$ cat src/dcfd_pkg.sv
// constants for the configuration byte bank and its decoder
package dcfd_pkg;

  localparam int ADDR_W = 22;

  // configuration space, reached by table access only
  localparam logic [21:0] CFG_BASE = 22'h300000;
  localparam logic [21:0] CFG_LAST = 22'h3FFFFF;

  localparam logic [21:0] BOR_PWR_OFF  = 22'h300002;
  localparam logic [21:0] WDT_OFF      = 22'h300003;
  localparam logic [21:0] TMR_PWM_OFF  = 22'h300004;
  localparam logic [21:0] PIN_MUX_OFF  = 22'h300005;
  localparam logic [21:0] DBG_STK_OFF  = 22'h300006;
  localparam logic [21:0] BLK_CP_OFF   = 22'h300008;
  localparam logic [21:0] EE_BOOT_OFF  = 22'h300009;

  typedef enum logic [2:0] {
    IDX_BOR, IDX_WDT, IDX_TMR, IDX_PIN, IDX_DBG, IDX_CP, IDX_CPEB, IDX_NONE
  } dcfd_idx_t;

  // implemented bits; also the unprogrammed (erased) value of each byte
  localparam logic [7:0] REG_MASK [8] = '{
    8'h0F, 8'h3F, 8'h3C, 8'h9D, 8'h85, 8'h0F, 8'hC0, 8'h00
  };

  localparam int BORV_LSB   = 2;
  localparam int BROWNOUT_RESET_EN_BIT  = 1;
  localparam int POWERUP_TIMER_EN_N_BIT = 0;
  localparam int WATCHDOG_WINDOW_EN_N_BIT  = 5;
  localparam int WDTPS_LSB  = 1;
  localparam int WATCHDOG_FORCE_EN_BIT  = 0;
  localparam int T1OSC_BIT  = 5;
  localparam int HIGH_SIDE_POLARITY_BIT   = 4;
  localparam int LOW_SIDE_POLARITY_BIT   = 3;
  localparam int PWM_RESET_STATE_SEL_BIT = 2;
  localparam int RESET_PIN_EN_BIT  = 7;
  localparam int EXCLK_BIT  = 4;
  localparam int PWM4_BIT   = 3;
  localparam int SSP_BIT    = 2;
  localparam int FAULT_INPUT_A_BIT   = 0;
  localparam int DEBUG_BIT  = 7;
  localparam int LVP_BIT    = 2;
  localparam int STVR_BIT   = 0;
  localparam int CPD_BIT    = 7;
  localparam int CPB_BIT    = 6;

  // brown-out trip levels in millivolts
  localparam logic [12:0] TRIP_4V5_MV = 13'h1194;
  localparam logic [12:0] TRIP_4V2_MV = 13'h1068;
  localparam logic [12:0] TRIP_2V7_MV = 13'h0A8C;

  localparam logic [2:0] PWMEN_OFF   = 3'h0;
  localparam logic [2:0] PWMEN_SIX   = 3'h4;
  localparam logic [2:0] PWMEN_EIGHT = 3'h5;

endpackage

$ cat src/dcfd_config.sv
// configuration byte bank, table access port and static setting decoder
//
// Our own choice: the address-and-strobe port.
`timescale 1ns/1ps
module dcfd_config
  import dcfd_pkg::*;
(
  input  wire logic              clk_i,
  input  wire logic              rst_n_i,
  input  wire logic [ADDR_W-1:0] addr_i,
  input  wire logic [7:0]        wdata_i,
  input  wire logic              wr_i,
  input  wire logic              rd_i,
  input  wire logic              bulk_erase_i,
  output logic [7:0]             rdata_o,
  input  wire logic              eight_output_pkg_i,
  input  wire logic              watchdog_soft_en_i,
  input  wire logic              stack_full_i,
  input  wire logic              stack_underflow_i,
  input  wire logic              external_reset_pin_i,
  input  wire logic [7:0]        pwm_drive_i,
  input  wire logic [7:0]        pwm_force_i,
  input  wire logic [7:0]        pwm_force_active_i,
  output logic                   brownout_reset_en_o,
  output logic [1:0]             brownout_threshold_sel_o,
  output logic [12:0]            brownout_trip_level_o,
  output logic                   powerup_timer_en_o,
  output logic                   watchdog_window_en_o,
  output logic [3:0]             watchdog_postscale_sel_o,
  output logic [15:0]            watchdog_divide_o,
  output logic                   watchdog_run_o,
  output logic                   timer1_osc_lowpower_o,
  output logic                   high_side_polarity_o,
  output logic                   low_side_polarity_o,
  output logic                   pwm_reset_state_sel_o,
  output logic [2:0]             pwm_output_enable_field_o,
  output logic [7:0]             pwm_pin_o,
  output logic [7:0]             pwm_pin_oe_o,
  output logic                   reset_pin_en_o,
  output logic                   external_reset_o,
  output logic                   shared_pin_gp_o,
  output logic                   timer_ext_clock_pin_sel_o,
  output logic                   pwm4_pin_sel_o,
  output logic                   sync_serial_pin_sel_o,
  output logic                   fault_a_pin_sel_o,
  output logic                   debug_en_o,
  output logic                   single_supply_prog_en_o,
  output logic                   stack_error_reset_o,
  output logic [3:0]             block_protect_o,
  output logic                   eeprom_protect_o,
  output logic                   boot_block_protect_o
);

  function automatic dcfd_idx_t reg_idx(input logic [ADDR_W-1:0] a);
    dcfd_idx_t r;
    r = IDX_NONE;
    if (a >= CFG_BASE && a <= CFG_LAST) begin
      unique case (a)
        BOR_PWR_OFF: r = IDX_BOR;
        WDT_OFF:     r = IDX_WDT;
        TMR_PWM_OFF: r = IDX_TMR;
        PIN_MUX_OFF: r = IDX_PIN;
        DBG_STK_OFF: r = IDX_DBG;
        BLK_CP_OFF:  r = IDX_CP;
        EE_BOOT_OFF: r = IDX_CPEB;
        default:     r = IDX_NONE;
      endcase
    end
    return r;
  endfunction

  function automatic logic [12:0] trip_mv(input logic [1:0] sel);
    unique case (sel)
      2'h0:    return TRIP_4V5_MV;
      2'h1:    return TRIP_4V2_MV;
      default: return TRIP_2V7_MV;
    endcase
  endfunction

  logic [7:0] nv_q [7];
  dcfd_idx_t  acc_idx;
  assign acc_idx = reg_idx(addr_i);

  // non-volatile bytes: keep their contents across reset
  always_ff @(posedge clk_i) begin
    if (bulk_erase_i) begin
      for (int i = 0; i < 7; i++) begin
        nv_q[i] <= REG_MASK[i];
      end
    end else if (rst_n_i && wr_i && acc_idx != IDX_NONE) begin
      if (acc_idx == IDX_CP || acc_idx == IDX_CPEB) begin
        nv_q[acc_idx] <= nv_q[acc_idx] & wdata_i;
      end else begin
        nv_q[acc_idx] <= wdata_i & REG_MASK[acc_idx];
      end
    end
  end

  logic [7:0] rdata_q;
  always_ff @(posedge clk_i) begin
    if (!rst_n_i || !rd_i || acc_idx == IDX_NONE) begin
      rdata_q <= 8'h00;
    end else begin
      rdata_q <= nv_q[acc_idx] & REG_MASK[acc_idx];
    end
  end
  assign rdata_o = rdata_q;

  // settings load while reset is held, then stay static
  logic [7:0] bor_q, wdt_q, tmr_q, pin_q, dbg_q, cp_q, cpeb_q;
  logic       eight_q;
  always_ff @(posedge clk_i) begin
    if (!rst_n_i) begin
      bor_q   <= nv_q[IDX_BOR];
      wdt_q   <= nv_q[IDX_WDT];
      tmr_q   <= nv_q[IDX_TMR];
      pin_q   <= nv_q[IDX_PIN];
      dbg_q   <= nv_q[IDX_DBG];
      cp_q    <= nv_q[IDX_CP];
      cpeb_q  <= nv_q[IDX_CPEB];
      eight_q <= eight_output_pkg_i;
    end
  end

  assign brownout_reset_en_o       = bor_q[BROWNOUT_RESET_EN_BIT];
  assign brownout_threshold_sel_o  = bor_q[BORV_LSB+:2];
  assign powerup_timer_en_o        = !bor_q[POWERUP_TIMER_EN_N_BIT];
  assign watchdog_window_en_o      = !wdt_q[WATCHDOG_WINDOW_EN_N_BIT];
  assign watchdog_postscale_sel_o  = wdt_q[WDTPS_LSB+:4];
  assign timer1_osc_lowpower_o     = tmr_q[T1OSC_BIT];
  assign high_side_polarity_o      = tmr_q[HIGH_SIDE_POLARITY_BIT];
  assign low_side_polarity_o       = tmr_q[LOW_SIDE_POLARITY_BIT];
  assign pwm_reset_state_sel_o     = tmr_q[PWM_RESET_STATE_SEL_BIT];
  assign reset_pin_en_o            = pin_q[RESET_PIN_EN_BIT];
  assign timer_ext_clock_pin_sel_o = pin_q[EXCLK_BIT];
  assign pwm4_pin_sel_o            = pin_q[PWM4_BIT];
  assign sync_serial_pin_sel_o     = pin_q[SSP_BIT];
  assign fault_a_pin_sel_o         = pin_q[FAULT_INPUT_A_BIT];
  assign debug_en_o                = !dbg_q[DEBUG_BIT];
  assign single_supply_prog_en_o   = dbg_q[LVP_BIT];
  assign block_protect_o           = ~cp_q[3:0];
  assign eeprom_protect_o          = !cpeb_q[CPD_BIT];
  assign boot_block_protect_o      = !cpeb_q[CPB_BIT];

  logic [12:0] trip_q;
  logic [15:0] divide_q;
  always_ff @(posedge clk_i) begin
    trip_q   <= trip_mv(bor_q[BORV_LSB+:2]);
    divide_q <= 16'h0001 << bor_wdt_sel(wdt_q);
  end
  assign brownout_trip_level_o = trip_q;
  assign watchdog_divide_o     = divide_q;

  function automatic logic [3:0] bor_wdt_sel(input logic [7:0] b);
    return b[WDTPS_LSB+:4];
  endfunction

  logic run_q, stk_q;
  always_ff @(posedge clk_i) begin
    if (!rst_n_i) begin
      run_q <= 1'b0;
      stk_q <= 1'b0;
    end else begin
      run_q <= wdt_q[WATCHDOG_FORCE_EN_BIT] | watchdog_soft_en_i;
      stk_q <= dbg_q[STVR_BIT] & (stack_full_i | stack_underflow_i);
    end
  end
  assign watchdog_run_o      = run_q;
  assign stack_error_reset_o = stk_q;

  // shared reset pin: two-stage sync, the pin is low-active as a reset
  logic pin_s1_q, pin_s2_q, ext_rst_q, gp_q;
  always_ff @(posedge clk_i) begin
    if (!rst_n_i) begin
      pin_s1_q  <= 1'b1;
      pin_s2_q  <= 1'b1;
      ext_rst_q <= 1'b0;
      gp_q      <= 1'b0;
    end else begin
      pin_s1_q  <= external_reset_pin_i;
      pin_s2_q  <= pin_s1_q;
      ext_rst_q <= reset_pin_en_o & !pin_s2_q;
      gp_q      <= !reset_pin_en_o & pin_s2_q;
    end
  end
  assign external_reset_o = ext_rst_q;
  assign shared_pin_gp_o  = gp_q;

  // PWM enable field and pin drive
  logic [2:0] pwmen_q;
  logic [7:0] oe_q, pwm_q;
  always_ff @(posedge clk_i) begin
    if (!rst_n_i) begin
      if (nv_q[IDX_TMR][PWM_RESET_STATE_SEL_BIT]) begin
        pwmen_q <= PWMEN_OFF;
        oe_q    <= 8'h00;
      end else if (eight_output_pkg_i) begin
        pwmen_q <= PWMEN_EIGHT;
        oe_q    <= 8'hFF;
      end else begin
        pwmen_q <= PWMEN_SIX;
        oe_q    <= 8'h3F;
      end
    end
  end
  assign pwm_output_enable_field_o = pwmen_q;
  assign pwm_pin_oe_o              = oe_q;

  always_ff @(posedge clk_i) begin
    if (!rst_n_i) begin
      pwm_q <= 8'h00;
    end else begin
      for (int i = 0; i < 8; i++) begin
        // odd outputs are high side, even are low side
        pwm_q[i] <= oe_q[i] & (pwm_level(i[0], pwm_force_i[i] ?
                    pwm_force_active_i[i] : pwm_drive_i[i]));
      end
    end
  end
  assign pwm_pin_o = pwm_q;

  function automatic logic pwm_level(input logic odd, input logic act);
    return odd ? (act == high_side_polarity_o)
               : (act == low_side_polarity_o);
  endfunction
endmodule // dcfd_config

$ cat config.mk
export PLATFORM = sky130hd
export DESIGN_NAME = dcfd_config
export DESIGN_NICKNAME = d
export VERILOG_FILES = /design/src/dcfd_pkg.sv /design/src/dcfd_config.sv
export SDC_FILE = /design/constraint.sdc
export NUM_CORES = 1
export LEC_CHECK = 0
export BUFFER_PORTS_ARGS = -buffer_cell sky130_fd_sc_hd__buf_2
export CORE_ASPECT_RATIO = 1.75
export CORE_MARGIN = 4
export CORE_UTILIZATION = 53
export DETAILED_ROUTE_END_ITERATION = 10
export MAX_ROUTING_LAYER = met4
export PLACE_DENSITY_LB_ADDON = 0.15
export SLEW_MARGIN = 40
export SYNTH_ARGS = -nofsm -noshare
export SYNTH_HDL_FRONTEND = slang
export SYNTH_SLANG_ARGS = --single-unit
export TNS_END_PERCENT = 1
$ cat constraint.sdc
create_clock -name clk_i -period 4.95 [get_ports clk_i]
set_input_delay 0.99 -clock clk_i [delete_from_list [all_inputs] [get_ports clk_i]]
set_output_delay 0.99 -clock clk_i [all_outputs]
set_load 0.005 [all_outputs]
# --- Word level (Yosys, flattened, before mapping) ---
# Memories as Yosys holds them, arrays and structs flattened. A register that Yosys moved wholly into a read port is not among the register bits.
# Cells that the tools add are included.
totals:
  register_bits: 68
  ram_bits: 56
  rom_bits: 64
  in_bits: 64
  wordCells: 110
  memories: 2
memory_table:
  columns: ["memory", "words", "word_bits", "rd", "rd_ports_with_merged_regs", "write_ports", "line", "source"]
  rows:
  - ["(no name shown)", 8, 8, 1, 0, 0, "dcfd_config.sv:104", "rdata_q <= nv_q[acc_idx] & REG_MASK[acc_idx];"]
  - ["nv_q", 7, 8, 8, 6, 7, "dcfd_config.sv:80", "logic [7:0] nv_q [7];"]
classes:
  order_cmp: 3
  n_eq_ne: 20
  shift: 1
  mux: 29
  n_bitwise: 19
  reduce_logical: 23
op_table:
  columns: ["cell", "count"]
  rows:
  - ["equality test 22 bit, second input constant", 7]
  - ["two-way mux 8 bit", 5]
  - ["case mux 13 bit (2 select lines)", 1]
  - ["bitwise AND 8 bit", 3]
  - ["greater-or-equal comparator 22 bit, second input constant", 1]
  - ["less-or-equal comparator 22 bit, second input constant", 1]
  - ["case mux 3 bit (7 select lines)", 1]
  - ["two-way mux 1 bit", 20]
  - ["left shift 1 x 4 -> 16 bit, first input constant", 1]
  - ["zero test 1 bit", 15]
  - ["bitwise AND 1 bit", 11]
  - ["equality test 3 bit, second input constant", 3]
  - ["equality test 1 bit", 8]
  - ["OR reduction 8 bit", 1]
  - ["two-way mux 3 bit", 2]
  - ["greater-or-equal comparator 4 bit, second input constant", 1]
  - ["inverter 3 -> 4 bit", 1]
  - ["inverter 4 bit", 1]
  - ["logical AND 1 bit", 3]
  - ["logical OR 1 bit", 3]
  - ["!= test 3 bit, second input constant", 1]
  - ["OR 1 bit", 3]
  - ["equality test 2 x 1 -> 1 bit, second input constant", 1]
  - ["zero test 2 bit", 1]

# --- Longest topological paths before layout ---
depth:
  word_depth: 12
  mapped_depth: 13
  depth_no_buf: 11

# --- Worst setup path before layout ---
# No wires, ideal clock.
synth_timing:
  path_kind: "input port to flip-flop"
  from: "in addr_i[14]"
  to: "mem nv_q[2][0], enable pin"
  setup_ns: 0.381
  arrival_time_ns: 3.978
  t_required_ns: 4.569
  slack_ns: 0.591
  cell_stages: 12
  path_buffers: 4
  cell_sequence: "or4_4 > or2_1 > buf_6 > buf_2 > or3_1 > ha_1 > o41ai_4 > and2_1 > buf_4 > buf_6 > nand2_1 > o21ai_0"
synth_lines:
  columns: ["element", "line", "source"]
  rows:
  - ["start, declared", "dcfd_config.sv:10", "input wire logic [ADDR_W-1:0] addr_i,"]
  - ["end, declared", "dcfd_config.sv:80", null]

==> impl_metrics.yaml <==
synth:
  synth_top_area_share_pct: 41.9
  synth_ff_type: "edfxtp_1"
  yosysTopAreaCell: "edfxtp_1"
  synth-seq-area-share_pct: 59.2
  syn-cell-area_mm2: 0.00602
  synth_edf_count: 84
  ys_warn_count: 0
  synth.distinct_cells: 65
  syn_area_per_cell_um2: 11.3
  synthArstFlopShare_pct: 0
  syn_inst: 535
  synth.area.top_cells: "edfxtp_1, dfxtp_1, nand2_1, mux2i_1, buf_4"
  synth_seq_cells: 136
final_layout:
  synthToLayoutAreaGrowth_pct: 22.3
  diodes: 0
  drive_gt1_share_pct: 32.5
  final_core_util_pct: 66.3
  nNetsFinal: 748
  nFillCells: 893
outcome:
  status: "finished, final reports clean"
critical_path:
  critPathRequiredTime_ns: 5.08
  cp-end-kind: "register"
  slowest_stage: "or4b_4"
  reg2regPathDepth: 5
  worstSetupPathType: "in -> reg"
  worst_setup_path_start_kind: "input pin"
  timing.rr.end: "nv_q[7][0]$_DFFE_PP_"
  cp_data_arrival_time_ns: 4.16
  cpPeakStageDelay_ns: 0.61
  r2r_slack_ns: 2.88
  crit_chain: "buf_2 > nor4bb_1 > a21o_1 > nand3_1 > inv_1 > ha_1 > nor2_1 > inv_1 > nand2_1 > or4b_4 > o311ai_2 > nand2_1"
  path_max_fanout: 16
  timing.rr.start: "nv_q[4][0]$_SDFFCE_PN1P_"
drt:
  routed_via_density: 5.86
  wirelength_um: 17300
  drc_errors: 0
  drtIter0Drc: 433
  num_vias: 4832
  wire_per_inst_um: 21.0
  antenna_left: 0
  drtPass1Iterations: 6
cts:
  hold_buffers: 0
  cts-root-buf: "clkbuf_16"
  numCtsBuffers: 17
  post_cts_buffers: 0
  cts_resized: 0
  clkLatencyLatePin_ns: 0.42
  numClockSinks: 136
  cts_tree: "built"
  clk_path_buf_depth: 2
  htree_num_levels: 4
  clk_pin_slew_ns: 0.06
worst_hold_path:
  hold_class: "reg -> reg"
  whs_path_depth: 1
  hold_end: "pin_s2_q$_SDFF_PN1_"
  min-delay-start: "pin_s1_q$_SDFF_PN1_"
timing:
  setup-tns-final_ns: 0
  skew_ns: 0.00747
  period_minus_slack_ns: 4.04
  setup_viol: 0
  rsz0062_at_grt: "no"
  max_slew.worst_pin.slew_ns: 0.815
  timing.fmax_mhz: 248
  relSlewSlack_pct: 45.7
  drv_slew: 0
  hold_violations: 0
  finalCritPeriodShare_pct: 81.6
placement:
  hpwl_um: 13300
  port_buffers: 145
  gp_congestion: 0.967
pwr:
  ir_drop_v: 0.000374
  power_per_cell_area_mw_per_mm2: 354
  leakage_nw: 3.22
die:
  core_mm2: 0.0111
  die_area_mm2: 0.0132
  pin_count: 150
  start_util_pct: 54.2
  rows: 51
  fp.dieW_um: 88.6
  fp.dieH_um: 149
global_routing:
  track_usage_pct: 28.0
  grt_pass1_wl_um: 26000
  antenna_found_initial: 0
  globalRouteOverflowTotal: 0
  grt_pass1_vias: 4663
  grt_max_degree: 33
flow_run:
  max_cap_viol_count: 0
==> registers in the layout (all words and copies together) (netlist names), 5 cells and up <==
signal	cells
wdt_q	6
pin_q	5
pwm_pin_o	8
nv_q	62
watchdog_divide_o	16
brownout_trip_level_o	6
rdata_o	8
==> layer usage <==
layer,global-route usage (%),share of wire (%)
met5,-,0
met4,16.0,5.8
met2,48.3,53
met3,4.98,7.7
met1,29.1,34
==> Yosys cell counts (10+ instances only) <==
master and instances:
clkbuf_1 12, a21oi_1 19, nor2_1 42, nor3_1 16
mux2i_1 19, nand3_1 14, inv_1 29, dfxtp_1 52
o31ai_1 10, o21ai_0 11, buf_4 24, nand2_1 59
nand4_1 12, edfxtp_1 84
==> through the flow <==
| stage | setup WS [ns] | cells | area (um2) | power [W] | hold slack (ns) |
|---|---|---|---|---|---|
| 6_report | 0.912 | 824 | 7360 | 0.00261 | 0.409 |
| 5_1_grt | 0.739 | 824 | 7360 | 0.00269 | 0.423 |
| 4_1_cts | 0.941 | 824 | 7360 | 0.00261 | 0.412 |
| 3_5_place_dp | 0.515 | 792 | 6800 | 0.00145 | 0.398 |
| 3_3_place_gp | 0.679 | 792 | 6790 | 0.00145 | 0.388 |
| 2_1_floorplan | 0.591 | 542 | 6050 | 0.00137 | 0.383 |
==> critical path: cells and delay by family <==
| kind | cells | cell delay (ns) |
|---|---|---|
| AND/OR/NAND/NOR | 6 | 1.92 |
| AO/OA/AOI/OAI | 2 | 0.43 |
| buffers and inverters | 3 | 0.62 |
| adder cells (fa/ha/maj) | 1 | 0.19 |
==> placed cells by master, fill, tap and decap left out, types with 3 or more instances in the layout <==
cell,synthesis,routed
a21o_1,3,3
a21oi_1,19,18
a21oi_2,2,3
and2_1,3,3
and3_1,8,8
buf_2,7,145
buf_4,24,19
clkbuf_16,0,19
clkinv_2,0,4
conb_1,1,8
dfxtp_1,52,52
edfxtp_1,84,84
ha_1,5,5
inv_1,29,28
inv_4,0,4
mux2i_1,19,19
nand2_1,59,59
nand2b_1,6,6
nand3_1,14,14
nand4_1,12,12
nor2_1,42,42
nor2b_1,6,6
nor3_1,16,16
nor3_2,3,3
nor3b_1,5,5
nor4_1,9,8
o211a_1,3,3
o211ai_1,5,5
o21ai_0,11,11
o221ai_1,4,4
o22ai_1,3,3
o31a_1,3,3
o31ai_1,10,10
or2_2,4,4
or3_1,3,3
xnor2_1,9,9
==> worst max-delay path by stage <==
stage | endpoint | start
2_1_floorplan | nv_q[2][0]$_SDFFCE_PN0P_ | addr_i[14]
3_3_place_gp | nv_q[5][0]$_DFFE_PP_ | addr_i[3]
3_5_place_dp | nv_q[7][0]$_DFFE_PP_ | addr_i[3]
4_1_cts | nv_q[7][0]$_DFFE_PP_ | addr_i[3]
5_1_grt | nv_q[7][0]$_DFFE_PP_ | addr_i[3]
6_report | nv_q[7][0]$_DFFE_PP_ | addr_i[3]
==> power breakdown <==
| part | total [W] | internal (W) | leakage, nW | switching, W |
|---|---|---|---|---|
| registers | 0.00127 | 0.00125 | 1.26 | 0.0000218 |
| logic | 0.000156 | 0.0000658 | 1.68 | 0.0000904 |
| clock network | 0.00118 | 0.000713 | 0.286 | 0.000471 |
==> final cells by class <==
type | count | area (um2) | share of cell area (%)
clock buffers | 22 | 497 | 6.75
flip-flops and latches | 136 | 3560 | 48.4
well taps | 132 | 165 | 2.24
repair buffers | 164 | 868 | 11.8
clock inverters | 10 | 62.6 | 0.850
multi-input cells | 331 | 2100 | 28.5
inverters | 29 | 109 | 1.48
==> cell families (layout without fill, tap and decap cells) <==
group,count (synthesis),after routing,synth area share [%]
AO/OA/AOI/OAI,82,82,10.3
XOR/XNOR,9,9,1.31
adder cells (fa/ha/maj),5,5,1.04
buffers and inverters,75,225,6.57
flip-flops,136,136,59.2
multiplexers,21,21,3.53
other,1,8,0.0623
AND/OR/NAND/NOR,206,206,18.0
Power figures use the tool's default switching activity.
